### src/ptp_clock_pkg.sv
/*
 * Shared constants and types for the synchronized time-of-day clock:
 * register offsets, control fields, reset values and fixed-point constants.
 * Assumes a single 20 MHz system clock; the nominal reference period is
 * modelled by ticks that stand for 8 ns of time each.
 */
`default_nettype none

package ptp_clock_pkg;

	// ==========================================================
	// Timing
	localparam int unsigned SYS_CLK_HZ     = 20_000_000;
	localparam int unsigned REF_CLK_HZ     = 125_000_000;
	localparam int unsigned REF_PERIOD_NS  = 1_000_000_000 / REF_CLK_HZ;
	localparam int unsigned OUT_SRC_HZ     = 250_000_000;
	localparam int unsigned OUT_SRC_NS     = 1_000_000_000 / OUT_SRC_HZ;

	// ==========================================================
	// Fixed point (2^-32 ns units)
	localparam int unsigned        FRAC_W        = 32;
	localparam int unsigned        NS_W          = 30;
	localparam int unsigned        INC_W         = 48;
	localparam logic [29:0]        NS_PER_SEC    = 30'h3B9ACA00;
	localparam logic [29:0]        NS_MAX        = 30'h3B9AC9FF;
	localparam logic [63:0]        ONE_SEC_FRAC  = 64'h3B9ACA0000000000;
	localparam logic [INC_W-1:0]   NOMINAL_INC   = INC_W'(REF_PERIOD_NS) << FRAC_W;
	localparam logic [INC_W-1:0]   HALF_SRC_FRAC = INC_W'(OUT_SRC_NS / 2) << FRAC_W;

	// ==========================================================
	// Register map (byte addresses)
	localparam int unsigned ADDR_W       = 6;
	localparam logic [5:0]  OFF_CTRL     = 6'h00;
	localparam logic [5:0]  OFF_SEC      = 6'h04;
	localparam logic [5:0]  OFF_NS       = 6'h08;
	localparam logic [5:0]  OFF_FRAC     = 6'h0C;
	localparam logic [5:0]  OFF_STEP     = 6'h10;
	localparam logic [5:0]  OFF_RATE     = 6'h14;
	localparam logic [5:0]  OFF_TRATE    = 6'h18;
	localparam logic [5:0]  OFF_TDUR     = 6'h1C;
	localparam logic [5:0]  OFF_REF_DIV  = 6'h20;
	localparam logic [5:0]  OFF_OUT_DIV  = 6'h24;
	localparam logic [5:0]  OFF_STATUS   = 6'h28;

	// ==========================================================
	// Control fields and reset values
	localparam int unsigned CTRL_EN      = 0;
	localparam int unsigned CTRL_SRC_LO  = 1;
	localparam int unsigned CTRL_LOAD    = 3;
	localparam int unsigned CTRL_OUT_EN  = 4;
	localparam logic [7:0]  DIV_MIN      = 8'h02;
	localparam logic [7:0]  REF_DIV_RST  = 8'h02;
	localparam logic [7:0]  OUT_DIV_RST  = 8'h0A;
	localparam logic        EN_RST       = 1'b1;
	localparam logic        OUT_EN_RST   = 1'b0;

	// ==========================================================
	// Types
	typedef enum logic [1:0] {SRC_INTERNAL, SRC_DIVIDED, SRC_EXTERNAL} clk_src_t;

	typedef struct packed {
		logic [31:0]      sec;
		logic [NS_W-1:0]  ns;
		logic [FRAC_W-1:0] frac;
	} ptp_time_t;

	typedef struct packed {
		logic [ADDR_W-1:0] addr;
		logic [31:0]       wdata;
		logic              wr;
		logic              rd;
	} reg_req_t;

endpackage

`default_nettype wire

### src/ref_tick_gen.sv
/*
 * Reference tick source for the time clock: internal reference, divided
 * internal reference, or a rising edge on an external reference input.
 * Assumes ext_ref is synchronous to sys_clk and changes at most every
 * other cycle.
 */
`default_nettype none

module ref_tick_gen
	import ptp_clock_pkg::*;
(
	// Clock and reset
	input  wire logic       sys_clk,
	input  wire logic       rst,
	input  wire logic       ce,
	// Control
	input  wire logic       enable,
	input  wire clk_src_t   src,
	input  wire logic [7:0] ref_div,
	input  wire logic       ext_ref,
	// Tick out
	output var  logic       tick,
	output var  logic [7:0] scale
);

	typedef struct packed {
		logic [7:0] cnt;
		logic       ext_prev;
		logic       tick;
		logic [7:0] scale;
	} tick_st_t;

	tick_st_t st_q;
	tick_st_t st_d;

	always_comb
	begin
		st_d          = st_q;
		st_d.ext_prev = ext_ref;
		st_d.tick     = 1'b0;
		st_d.scale    = 8'h01;
		case (src)
			SRC_INTERNAL:
				st_d.tick = enable;
			SRC_DIVIDED:
			begin
				// Fewer, larger steps: less toggling, coarser time
				st_d.scale = ref_div;
				if (st_q.cnt >= ref_div - 8'h01)
				begin
					st_d.cnt  = 8'h00;
					st_d.tick = enable;
				end
				else
					st_d.cnt = st_q.cnt + 8'h01;
			end
			SRC_EXTERNAL:
				st_d.tick = enable && ext_ref && !st_q.ext_prev;
			default:
				st_d.tick = 1'b0;
		endcase
	end

	always_ff @(posedge sys_clk or posedge rst)
	begin
		if (rst)
			st_q <= '{cnt: 8'h00, ext_prev: 1'b0, tick: 1'b0, scale: 8'h01};
		else if (ce)
			st_q <= st_d;
	end

	assign tick  = st_q.tick;
	assign scale = st_q.scale;

	a_ext_edge_tick: assert property (@(posedge sys_clk) disable iff (rst)
		ce && src == SRC_EXTERNAL && enable && ext_ref && !st_q.ext_prev |=> tick)
		else $error("external edge gave no tick");

	a_div_tick_scale: assert property (@(posedge sys_clk) disable iff (rst)
		ce && src == SRC_DIVIDED |=> scale == $past(ref_div))
		else $error("divided tick scale wrong");

endmodule

`default_nettype wire

### src/sync_clock_out.sv
/*
 * Synchronized clock output: a numerically controlled oscillator that
 * advances by the rate-adjusted time increment and toggles every
 * divisor times half the 4 ns source period.
 * Assumes increment and tick come from the time clock in the same domain.
 */
`default_nettype none

module sync_clock_out
	import ptp_clock_pkg::*;
#(
	parameter int unsigned MAX_EDGES = 4
)
(
	// Clock and reset
	input  wire logic             sys_clk,
	input  wire logic             rst,
	input  wire logic             ce,
	// Control
	input  wire logic             out_en,
	input  wire logic             tick,
	input  wire logic [INC_W-1:0] inc,
	input  wire logic [7:0]       divisor,
	// Clock out
	output var  logic             clk_o
);

	// Elaboration guard: the edge loop is unrolled, so it must stay small
	if (MAX_EDGES < 1 || MAX_EDGES > 16)
	begin : g_bad_edges
		$error("MAX_EDGES out of range");
	end

	typedef struct packed {
		logic [INC_W-1:0] acc;
		logic             lvl;
	} nco_st_t;

	nco_st_t          st_q;
	nco_st_t          st_d;
	logic [INC_W-1:0] half;

	// Phase follows rate only; steps of the time value never reach it
	always_comb
	begin
		half = INC_W'(divisor) * HALF_SRC_FRAC;
		st_d = st_q;
		if (!out_en)
			st_d = '0;
		else if (tick)
		begin
			st_d.acc = st_q.acc + inc;
			for (int i = 0; i < MAX_EDGES; i++)
			begin
				if (st_d.acc >= half)
				begin
					st_d.acc = st_d.acc - half;
					st_d.lvl = !st_d.lvl;
				end
			end
			// Beyond MAX_EDGES toggles per tick the output cannot follow; drop excess phase
			if (st_d.acc >= half)
				st_d.acc = '0;
		end
	end

	always_ff @(posedge sys_clk or posedge rst)
	begin
		if (rst)
			st_q <= '0;
		else if (ce)
			st_q <= st_d;
	end

	assign clk_o = st_q.lvl;

endmodule

`default_nettype wire

### src/ptp_time_clock.sv
/*
 * Synchronized time-of-day clock with direct load, signed step, persistent
 * and temporary rate adjustment, selectable reference source and a
 * rate-following clock output, all reached over a plain register port.
 * Assumes one 20 MHz clock, strobes one cycle long and never together.
 */
// Strobed register access and the placing of the registers are this design's own decisions.
// Contract
// - Time is seconds, nanoseconds, 2^-32 ns fraction.
// - Software loads whole new time outright.
// - Signed nanosecond step adds to running time.
// - Persistent rate adjusts each tick in 2^-32 ns.
// - Temporary rate applies only for programmed duration.
// - Time is unsigned; no negative time kept.
// - Only 32 low seconds bits are kept.
// - Clock output is 250 MHz over 2..255.
// - Clock output follows current and temporary rate.
// - Clock output phase ignores time steps.
// - Time logic runs on nominal 125 MHz reference.
// - Divided reference source selectable for lower power.
// - External reference up to 125 MHz selectable.
`default_nettype none

module ptp_time_clock
	import ptp_clock_pkg::*;
(
	// Clock, reset, enable
	input  wire logic              sys_clk,
	input  wire logic              rst,
	input  wire logic              ce,
	// Register port
	input  wire logic [ADDR_W-1:0] addr,
	input  wire logic [31:0]       wdata,
	input  wire logic              wr,
	input  wire logic              rd,
	output var  logic [31:0]       rdata,
	// Reference and outputs
	input  wire logic              ext_ref,
	output var  ptp_time_t         time_now,
	output var  logic              temp_active,
	output var  logic              sync_clk_out
);

	// ==========================================================
	// State
	typedef struct packed {
		logic               enable;
		clk_src_t           src;
		logic               out_en;
		logic [7:0]         ref_div;
		logic [7:0]         out_div;
		logic [31:0]        sec_stage;
		logic [NS_W-1:0]    ns_stage;
		logic signed [31:0] rate;
		logic signed [31:0] temp_rate;
		logic [31:0]        dur;
		ptp_time_t          tm;
		logic [31:0]        rdata;
		logic               temp;
	} clock_st_t;

	clock_st_t          st_q;
	clock_st_t          st_d;
	reg_req_t           req;
	logic               tick;
	logic [7:0]         scale;
	logic               tick_eff;
	logic               temp_on;
	logic signed [31:0] act_rate;
	logic [INC_W-1:0]   inc_base;
	logic [INC_W-1:0]   inc;
	logic signed [65:0] acc;
	logic [31:0]        sec;
	logic               do_load;
	logic               do_step;

	assign req = '{addr: addr, wdata: wdata, wr: wr, rd: rd};

	function automatic logic [7:0] clamp_div(input logic [31:0] v);
		if (v[31:8] != 24'h0)
			return 8'hFF;
		else if (v[7:0] < DIV_MIN)
			return DIV_MIN;
		else
			return v[7:0];
	endfunction

	function automatic clk_src_t decode_src(input logic [1:0] v);
		case (v)
			2'h1:    return SRC_DIVIDED;
			2'h2:    return SRC_EXTERNAL;
			default: return SRC_INTERNAL;
		endcase
	endfunction

	// ==========================================================
	// Reference ticks
	ref_tick_gen u_ticks (
		.sys_clk (sys_clk),
		.rst     (rst),
		.ce      (ce),
		.enable  (st_q.enable),
		.src     (st_q.src),
		.ref_div (st_q.ref_div),
		.ext_ref (ext_ref),
		.tick    (tick),
		.scale   (scale)
	);

	// ==========================================================
	// Increment
	always_comb
	begin
		temp_on  = st_q.dur != 32'h0;
		act_rate = temp_on ? st_q.temp_rate : st_q.rate;
		inc_base = NOMINAL_INC + INC_W'(act_rate);
		inc      = INC_W'(inc_base * INC_W'(scale));
		tick_eff = tick && st_q.enable;
	end

	// ==========================================================
	// Next state
	always_comb
	begin
		st_d       = st_q;
		st_d.rdata = 32'h0;
		do_load    = req.wr && req.addr == OFF_CTRL && req.wdata[CTRL_LOAD];
		do_step    = req.wr && req.addr == OFF_STEP;

		// Temporary duration counts reference periods; a write restarts it
		if (tick_eff && temp_on)
			st_d.dur = (st_q.dur > 32'(scale)) ? st_q.dur - 32'(scale) : 32'h0;

		// Time: fraction and ns in one fixed-point word, seconds apart
		acc = {4'h0, st_q.tm.ns, st_q.tm.frac};
		sec = st_q.tm.sec;
		if (tick_eff)
			acc = acc + {18'h0, inc};
		if (do_step)
			acc = acc + {{2{req.wdata[31]}}, req.wdata, 32'h0};
		// A step of up to 2^31 ns spans at most three seconds
		for (int i = 0; i < 4; i++)
		begin
			if (acc < 0)
			begin
				acc = acc + $signed({2'b00, ONE_SEC_FRAC});
				sec = sec - 32'h1;
			end
			else if (acc >= $signed({2'b00, ONE_SEC_FRAC}))
			begin
				acc = acc - $signed({2'b00, ONE_SEC_FRAC});
				sec = sec + 32'h1;
			end
		end
		st_d.tm.sec  = sec;
		st_d.tm.ns   = acc[61:32];
		st_d.tm.frac = acc[31:0];

		if (do_load)
		begin
			st_d.tm.sec  = st_q.sec_stage;
			st_d.tm.ns   = st_q.ns_stage;
			st_d.tm.frac = 32'h0;
		end

		if (req.wr)
		begin
			case (req.addr)
				OFF_CTRL:
				begin
					st_d.enable = req.wdata[CTRL_EN];
					st_d.src    = decode_src(req.wdata[CTRL_SRC_LO +: 2]);
					st_d.out_en = req.wdata[CTRL_OUT_EN];
				end
				OFF_SEC:     st_d.sec_stage = req.wdata;
				OFF_NS:      st_d.ns_stage  = (req.wdata[29:0] > NS_MAX || req.wdata[31:30] != 2'h0)
					? NS_MAX : req.wdata[29:0];
				OFF_RATE:    st_d.rate      = req.wdata;
				OFF_TRATE:   st_d.temp_rate = req.wdata;
				OFF_TDUR:    st_d.dur       = req.wdata;
				OFF_REF_DIV: st_d.ref_div   = clamp_div(req.wdata);
				OFF_OUT_DIV: st_d.out_div   = clamp_div(req.wdata);
				default:     st_d.rdata     = 32'h0;
			endcase
		end

		// Flag registered so the status pin comes straight from a flop
		st_d.temp = st_d.dur != 32'h0;

		if (req.rd)
		begin
			case (req.addr)
				OFF_CTRL:
					st_d.rdata = {27'h0, st_q.out_en, 1'b0, st_q.src, st_q.enable};
				OFF_SEC:     st_d.rdata = st_q.tm.sec;
				OFF_NS:      st_d.rdata = {2'h0, st_q.tm.ns};
				OFF_FRAC:    st_d.rdata = st_q.tm.frac;
				OFF_RATE:    st_d.rdata = st_q.rate;
				OFF_TRATE:   st_d.rdata = st_q.temp_rate;
				OFF_TDUR:    st_d.rdata = st_q.dur;
				OFF_REF_DIV: st_d.rdata = {24'h0, st_q.ref_div};
				OFF_OUT_DIV: st_d.rdata = {24'h0, st_q.out_div};
				OFF_STATUS:  st_d.rdata = {31'h0, temp_on};
				default:     st_d.rdata = 32'h0;
			endcase
		end
	end

	always_ff @(posedge sys_clk or posedge rst)
	begin
		if (rst)
		begin
			st_q         <= '0;
			st_q.enable  <= EN_RST;
			st_q.src     <= SRC_INTERNAL;
			st_q.out_en  <= OUT_EN_RST;
			st_q.ref_div <= REF_DIV_RST;
			st_q.out_div <= OUT_DIV_RST;
		end
		else if (ce)
			st_q <= st_d;
	end

	// ==========================================================
	// Clock output
	sync_clock_out #(
		.MAX_EDGES (4)
	) u_clk_out (
		.sys_clk (sys_clk),
		.rst     (rst),
		.ce      (ce),
		.out_en  (st_q.out_en),
		.tick    (tick_eff),
		.inc     (inc),
		.divisor (st_q.out_div),
		.clk_o   (sync_clk_out)
	);

	assign rdata       = st_q.rdata;
	assign time_now    = st_q.tm;
	assign temp_active = st_q.temp;

	// ==========================================================
	// Checks
	logic [63:0] tot_ns;
	logic        sw_touch;

	assign tot_ns   = 64'(st_q.tm.sec) * 64'(NS_PER_SEC) + 64'(st_q.tm.ns);
	assign sw_touch = wr && (addr == OFF_CTRL || addr == OFF_STEP);

	a_ns_range: assert property (@(posedge sys_clk) disable iff (rst)
		st_q.tm.ns < NS_PER_SEC)
		else $error("nanoseconds out of range");

	a_load_time: assert property (@(posedge sys_clk) disable iff (rst)
		ce && wr && addr == OFF_CTRL && wdata[CTRL_LOAD]
		|=> st_q.tm.sec == $past(st_q.sec_stage) && st_q.tm.ns == $past(st_q.ns_stage)
			&& st_q.tm.frac == 32'h0)
		else $error("time load not applied");

	a_step_add: assert property (@(posedge sys_clk) disable iff (rst)
		ce && wr && addr == OFF_STEP && !tick_eff && st_q.tm.sec > 32'h2
			&& st_q.tm.sec < 32'hFFFFFFFD
		|=> tot_ns == $past(tot_ns) + 64'($signed($past(wdata))))
		else $error("step not added");

	a_sec_carry: assert property (@(posedge sys_clk) disable iff (rst)
		ce && !sw_touch && tick_eff |=> st_q.tm.sec == $past(st_q.tm.sec)
			|| st_q.tm.sec == $past(st_q.tm.sec) + 32'h1)
		else $error("seconds carry wrong");

	a_temp_rate_used: assert property (@(posedge sys_clk) disable iff (rst)
		ce && !wr && tick_eff && temp_on && scale == 8'h01 && st_q.tm.ns < 30'h3B9AC000
		|=> {st_q.tm.ns, st_q.tm.frac} == {$past(st_q.tm.ns), $past(st_q.tm.frac)}
			+ 62'(NOMINAL_INC + INC_W'($past(st_q.temp_rate))))
		else $error("temporary rate not used");

	a_dur_countdown: assert property (@(posedge sys_clk) disable iff (rst)
		ce && !wr && tick_eff && st_q.dur > 32'(scale)
		|=> st_q.dur == $past(st_q.dur) - 32'($past(scale)))
		else $error("temporary duration not counted");

	a_temp_revert: assert property (@(posedge sys_clk) disable iff (rst)
		ce && !wr && st_q.dur != 32'h0 && st_q.dur <= 32'(scale) && tick_eff
		|=> st_q.dur == 32'h0 ##0 act_rate == st_q.rate)
		else $error("temporary rate did not expire");

	a_out_div_range: assert property (@(posedge sys_clk) disable iff (rst)
		st_q.out_div >= DIV_MIN)
		else $error("output divisor below minimum");

	a_unmapped_zero: assert property (@(posedge sys_clk) disable iff (rst)
		ce && rd && addr > OFF_STATUS |=> rdata == 32'h0)
		else $error("unmapped read not zero");

	a_frozen_ce: assert property (@(posedge sys_clk) disable iff (rst)
		!ce |=> $stable(st_q))
		else $error("state moved while disabled");

	// Read data stand for one cycle only
	a_rdata_clear: assert property (@(posedge sys_clk) disable iff (rst)
		ce && !rd |=> rdata == 32'h0)
		else $error("read data held too long");

endmodule

`default_nettype wire

### config.mk
export PLATFORM = sky130hd
export DESIGN_NAME = ptp_time_clock
export DESIGN_NICKNAME = d
export VERILOG_FILES = /design/src/ptp_clock_pkg.sv /design/src/ref_tick_gen.sv /design/src/sync_clock_out.sv /design/src/ptp_time_clock.sv
export SDC_FILE = /design/constraint.sdc
export NUM_CORES = 2
export LEC_CHECK = 0
export BUFFER_PORTS_ARGS = -buffer_cell sky130_fd_sc_hd__buf_4
export CORE_ASPECT_RATIO = 1.5
export CORE_MARGIN = 2
export CORE_UTILIZATION = 50
export CTS_CLUSTER_DIAMETER = 200
export DETAILED_ROUTE_END_ITERATION = 7
export GPL_TIMING_DRIVEN = 0
export PLACE_DENSITY = 0.66
export SYNTH_ARGS = -nofsm -noshare
export SYNTH_HDL_FRONTEND = slang
export SYNTH_HIERARCHICAL = 1
export SYNTH_SLANG_ARGS = --single-unit
### constraint.sdc
create_clock -name sys_clk -period 34.3 [get_ports sys_clk]
set_clock_uncertainty 0.15 [all_clocks]
set_input_delay 1.715 -clock sys_clk [delete_from_list [all_inputs] [get_ports sys_clk]]
set_output_delay 1.715 -clock sys_clk [all_outputs]
set_load 0.1 [all_outputs]
==> flow_metrics.tcl <==
set metrics [dict create \
    gr-total-overflow 0 \
    drive_gt1_frac 0.113 \
    crit_arrival_ps 31760 \
    drc 0 \
    cts_tree "done" \
    layout_commonest_cell "nor2_1" \
    postRouteAntennaNets 0 \
    synthCells 6921 \
    syn_to_final_growth_pct 8.54 \
    core-area_mm2 0.107 \
    worst_slew_pin_slew_ps 1720 \
    grt_pass1_vias 58100 \
    synth.avg_cell_area_um2 7.78 \
    worst_hold_path_type "reg2reg" \
    grt_max_degree 124 \
    async_reset_ff_frac 1.00 \
    cp_slowest_cell "nor3_2" \
    cts-resized-gates 0 \
    grt_use_total 0.508 \
    finalMaxSlewViolations 30 \
    firstDrtPassIters 7 \
    max_freq_ghz 0.0319 \
    insertion_delay_ps 610 \
    hold_viol_final 0 \
    post_drt_wl_per_cell_um 33.2 \
    ys_seq_elements 372 \
    cts_buffer_depth 3 \
    setup_tns_ps 0 \
    finalSetupViolations 0 \
    ioPinCount 172 \
    finalNonFillerCells 8617 \
    cp_common_cell "o21ai_0" \
    die_w_um 272 \
    vias 60100 \
    dieArea_mm2 0.110 \
    ys_warn_count 6 \
    post_cts.repair.setup_buffers 0 \
    die_h_um 406 \
    grt_antenna_before_repair 28 \
    cts_num_sinks 372 \
    start_util 0.504 \
    cap_violations 7 \
    min_period_over_period 0.915 \
    final_cell_mix "nor2_1 (644), nand2_1 (635), a21oi_1 (473)" \
    drt-total-wl_um 286000 \
    cts_hold_buffers 0 \
    cts_buffers 38 \
    synth_cell_types 147 \
    num_rows 147 \
    synth-main-ff-cell "dfrtp_1" \
    rsz0062_at_grt "false" \
    grt_pass1_wl_um 405000 \
    crit_fanout 10 \
    violations "max-capacitance violations, max-slew violations" \
    cpPeakStageDelay_ps 1190 \
    max-slew-margin-rel -0.162 \
    viasPerCell 6.98 \
    layout_min_cycle_time_ps 31370 \
    drt_iter0_markers 6677 \
    clockRootBuffer "clkbuf_16" \
    portBuffers 170 \
    worst_setup_path_start_kind "flop" \
    crit_type "reg2reg" \
    n_fill_cell 10400 \
    place_inst 8515 \
    crit_path_end_kind "flop" \
    netlist_area_mm2 0.0538 \
    fin_nets 7689 \
    cp.required_ps 34690 \
    gp_congestion 1.16 \
    synth_seq_area_share 0.173 \
    hpwl_um 229000 \
    synth-edff-count 0 \
    htree_levels 2 \
    clkTransAtPathRegs_ps 70 \
    status "finished, violations left" \
]
per-layer routing:
| metal | track usage | share of wire | vias to the layer above |
|---|---|---|---|
| li1 | - | - | 25700 |
| met5 | 0 | 0.00024 | - |
| met4 | 0.618 | 0.15 | 10 |
| met2 | 0.818 | 0.45 | 4059 |
| met3 | 0.151 | 0.095 | 1803 |
| met1 | 0.475 | 0.30 | 28500 |
area by class of cell:
class                           count  area (um^2)  area share
Sequential cell                   372         9320       0.159
Clock inverter                     21          275     0.00471
Antenna cell                       31         77.6     0.00133
Inverter                          435         1640      0.0281
Clock buffer                       48         1060      0.0181
Tap cell                         1415         1770      0.0303
Multi-Input combinational cell   5604        40300       0.689
Buffer                            515         2670      0.0456
Timing Repair Buffer              176         1370      0.0235
registers in the layout (all words and copies together) (netlist names):
name             cells
u_ticks/tick         1
u_ticks/st_q         9
temp_active          1
u_clk_out/st_q      48
u_clk_out/clk_o      1
u_ticks/scale        8
time_now            94
st_q               178
rdata               32
metrics by stage:
step | hold WS, ps | setup slack, ps | util | instance area [um^2]
after floorplan | 295 | 12960 | - | 53900
after global placement | 311 | 4780 | 0.533 | 56900
after detailed placement | 318 | 4830 | 0.533 | 57000
after CTS | 334 | 4730 | 0.546 | 58300
after global routing | 359 | 2500 | 0.546 | 58400
final | 333 | 2930 | 0.547 | 58400
cells by family (layout without fill, tap and decap cells):
kind of cell    count (synthesis)  in the layout  synth area share
simple gates                 2477           2477             0.230
compound gates               1994           1994             0.259
buf+inv                       950           1195            0.0798
fa+ha+maj                     503            503             0.146
xor+xnor                      378            378            0.0618
flops                         372            372             0.173
mux                           246            246            0.0496
other cells                     1             37         0.0000697
worst max-delay path: cells and delay by family, from the launching register on:
kind,cells,cell delay (ps)
simple gates,21,6330
xor+xnor,5,2590
mux,1,550
compound gates,44,11980
buf+inv,15,5850
flops,1,360
fa+ha+maj,8,3380
worst paths after layout:
| path | startpoint | endpoint | slack, ps | depth (start not counted) |
|---|---|---|---|---|
| max in group asynchronous | rst | st_q[184] | 31800 | 3 |
| hold / removal | rdata[3] | rdata[3] | 330 | 1 |
| setup / recovery | st_q[151] | time_now[60] | 2930 | 94 |
| min in group asynchronous | rst | u_clk_out/clk_o | 930 | 2 |
| hold reg to reg | rdata[3] | rdata[3] | 330 | 1 |
| setup reg to reg | st_q[151] | time_now[60] | 2930 | 94 |
cell usage after synthesis, types with 58 or more instances:
cell      count  area, um^2
nand3_1     192         961
inv_1       431        1620
o211ai_1     67         503
a21o_1      128         961
a211oi_1     58         435
nand4_1     136         851
or3_1        76         475
buf_4       147        1100
fa_1        209        4180
buf_2        75         375
a22o_1       61         534
xor2_1      118        1030
nand2_1     635        2380
a222oi_1     59         591
nor3_1      194         971
ha_1        294        3680
a31oi_1     102         638
mux2i_1      84         841
xnor2_1     258        2260
mux2_2      160        1800
and3_1       90         563
a21oi_1     473        2370
nor4_1       92         576
o21a_1       61         458
dfrtp_1     367        9180
clkbuf_1    248         931
nand2b_1     62         388
nor2_1      644        2420
o21ai_0     328        1640
and2_1       96         601
Power is not shown: default switching activity piles up to over one toggle a cycle in this logic, so the estimate is an artifact.
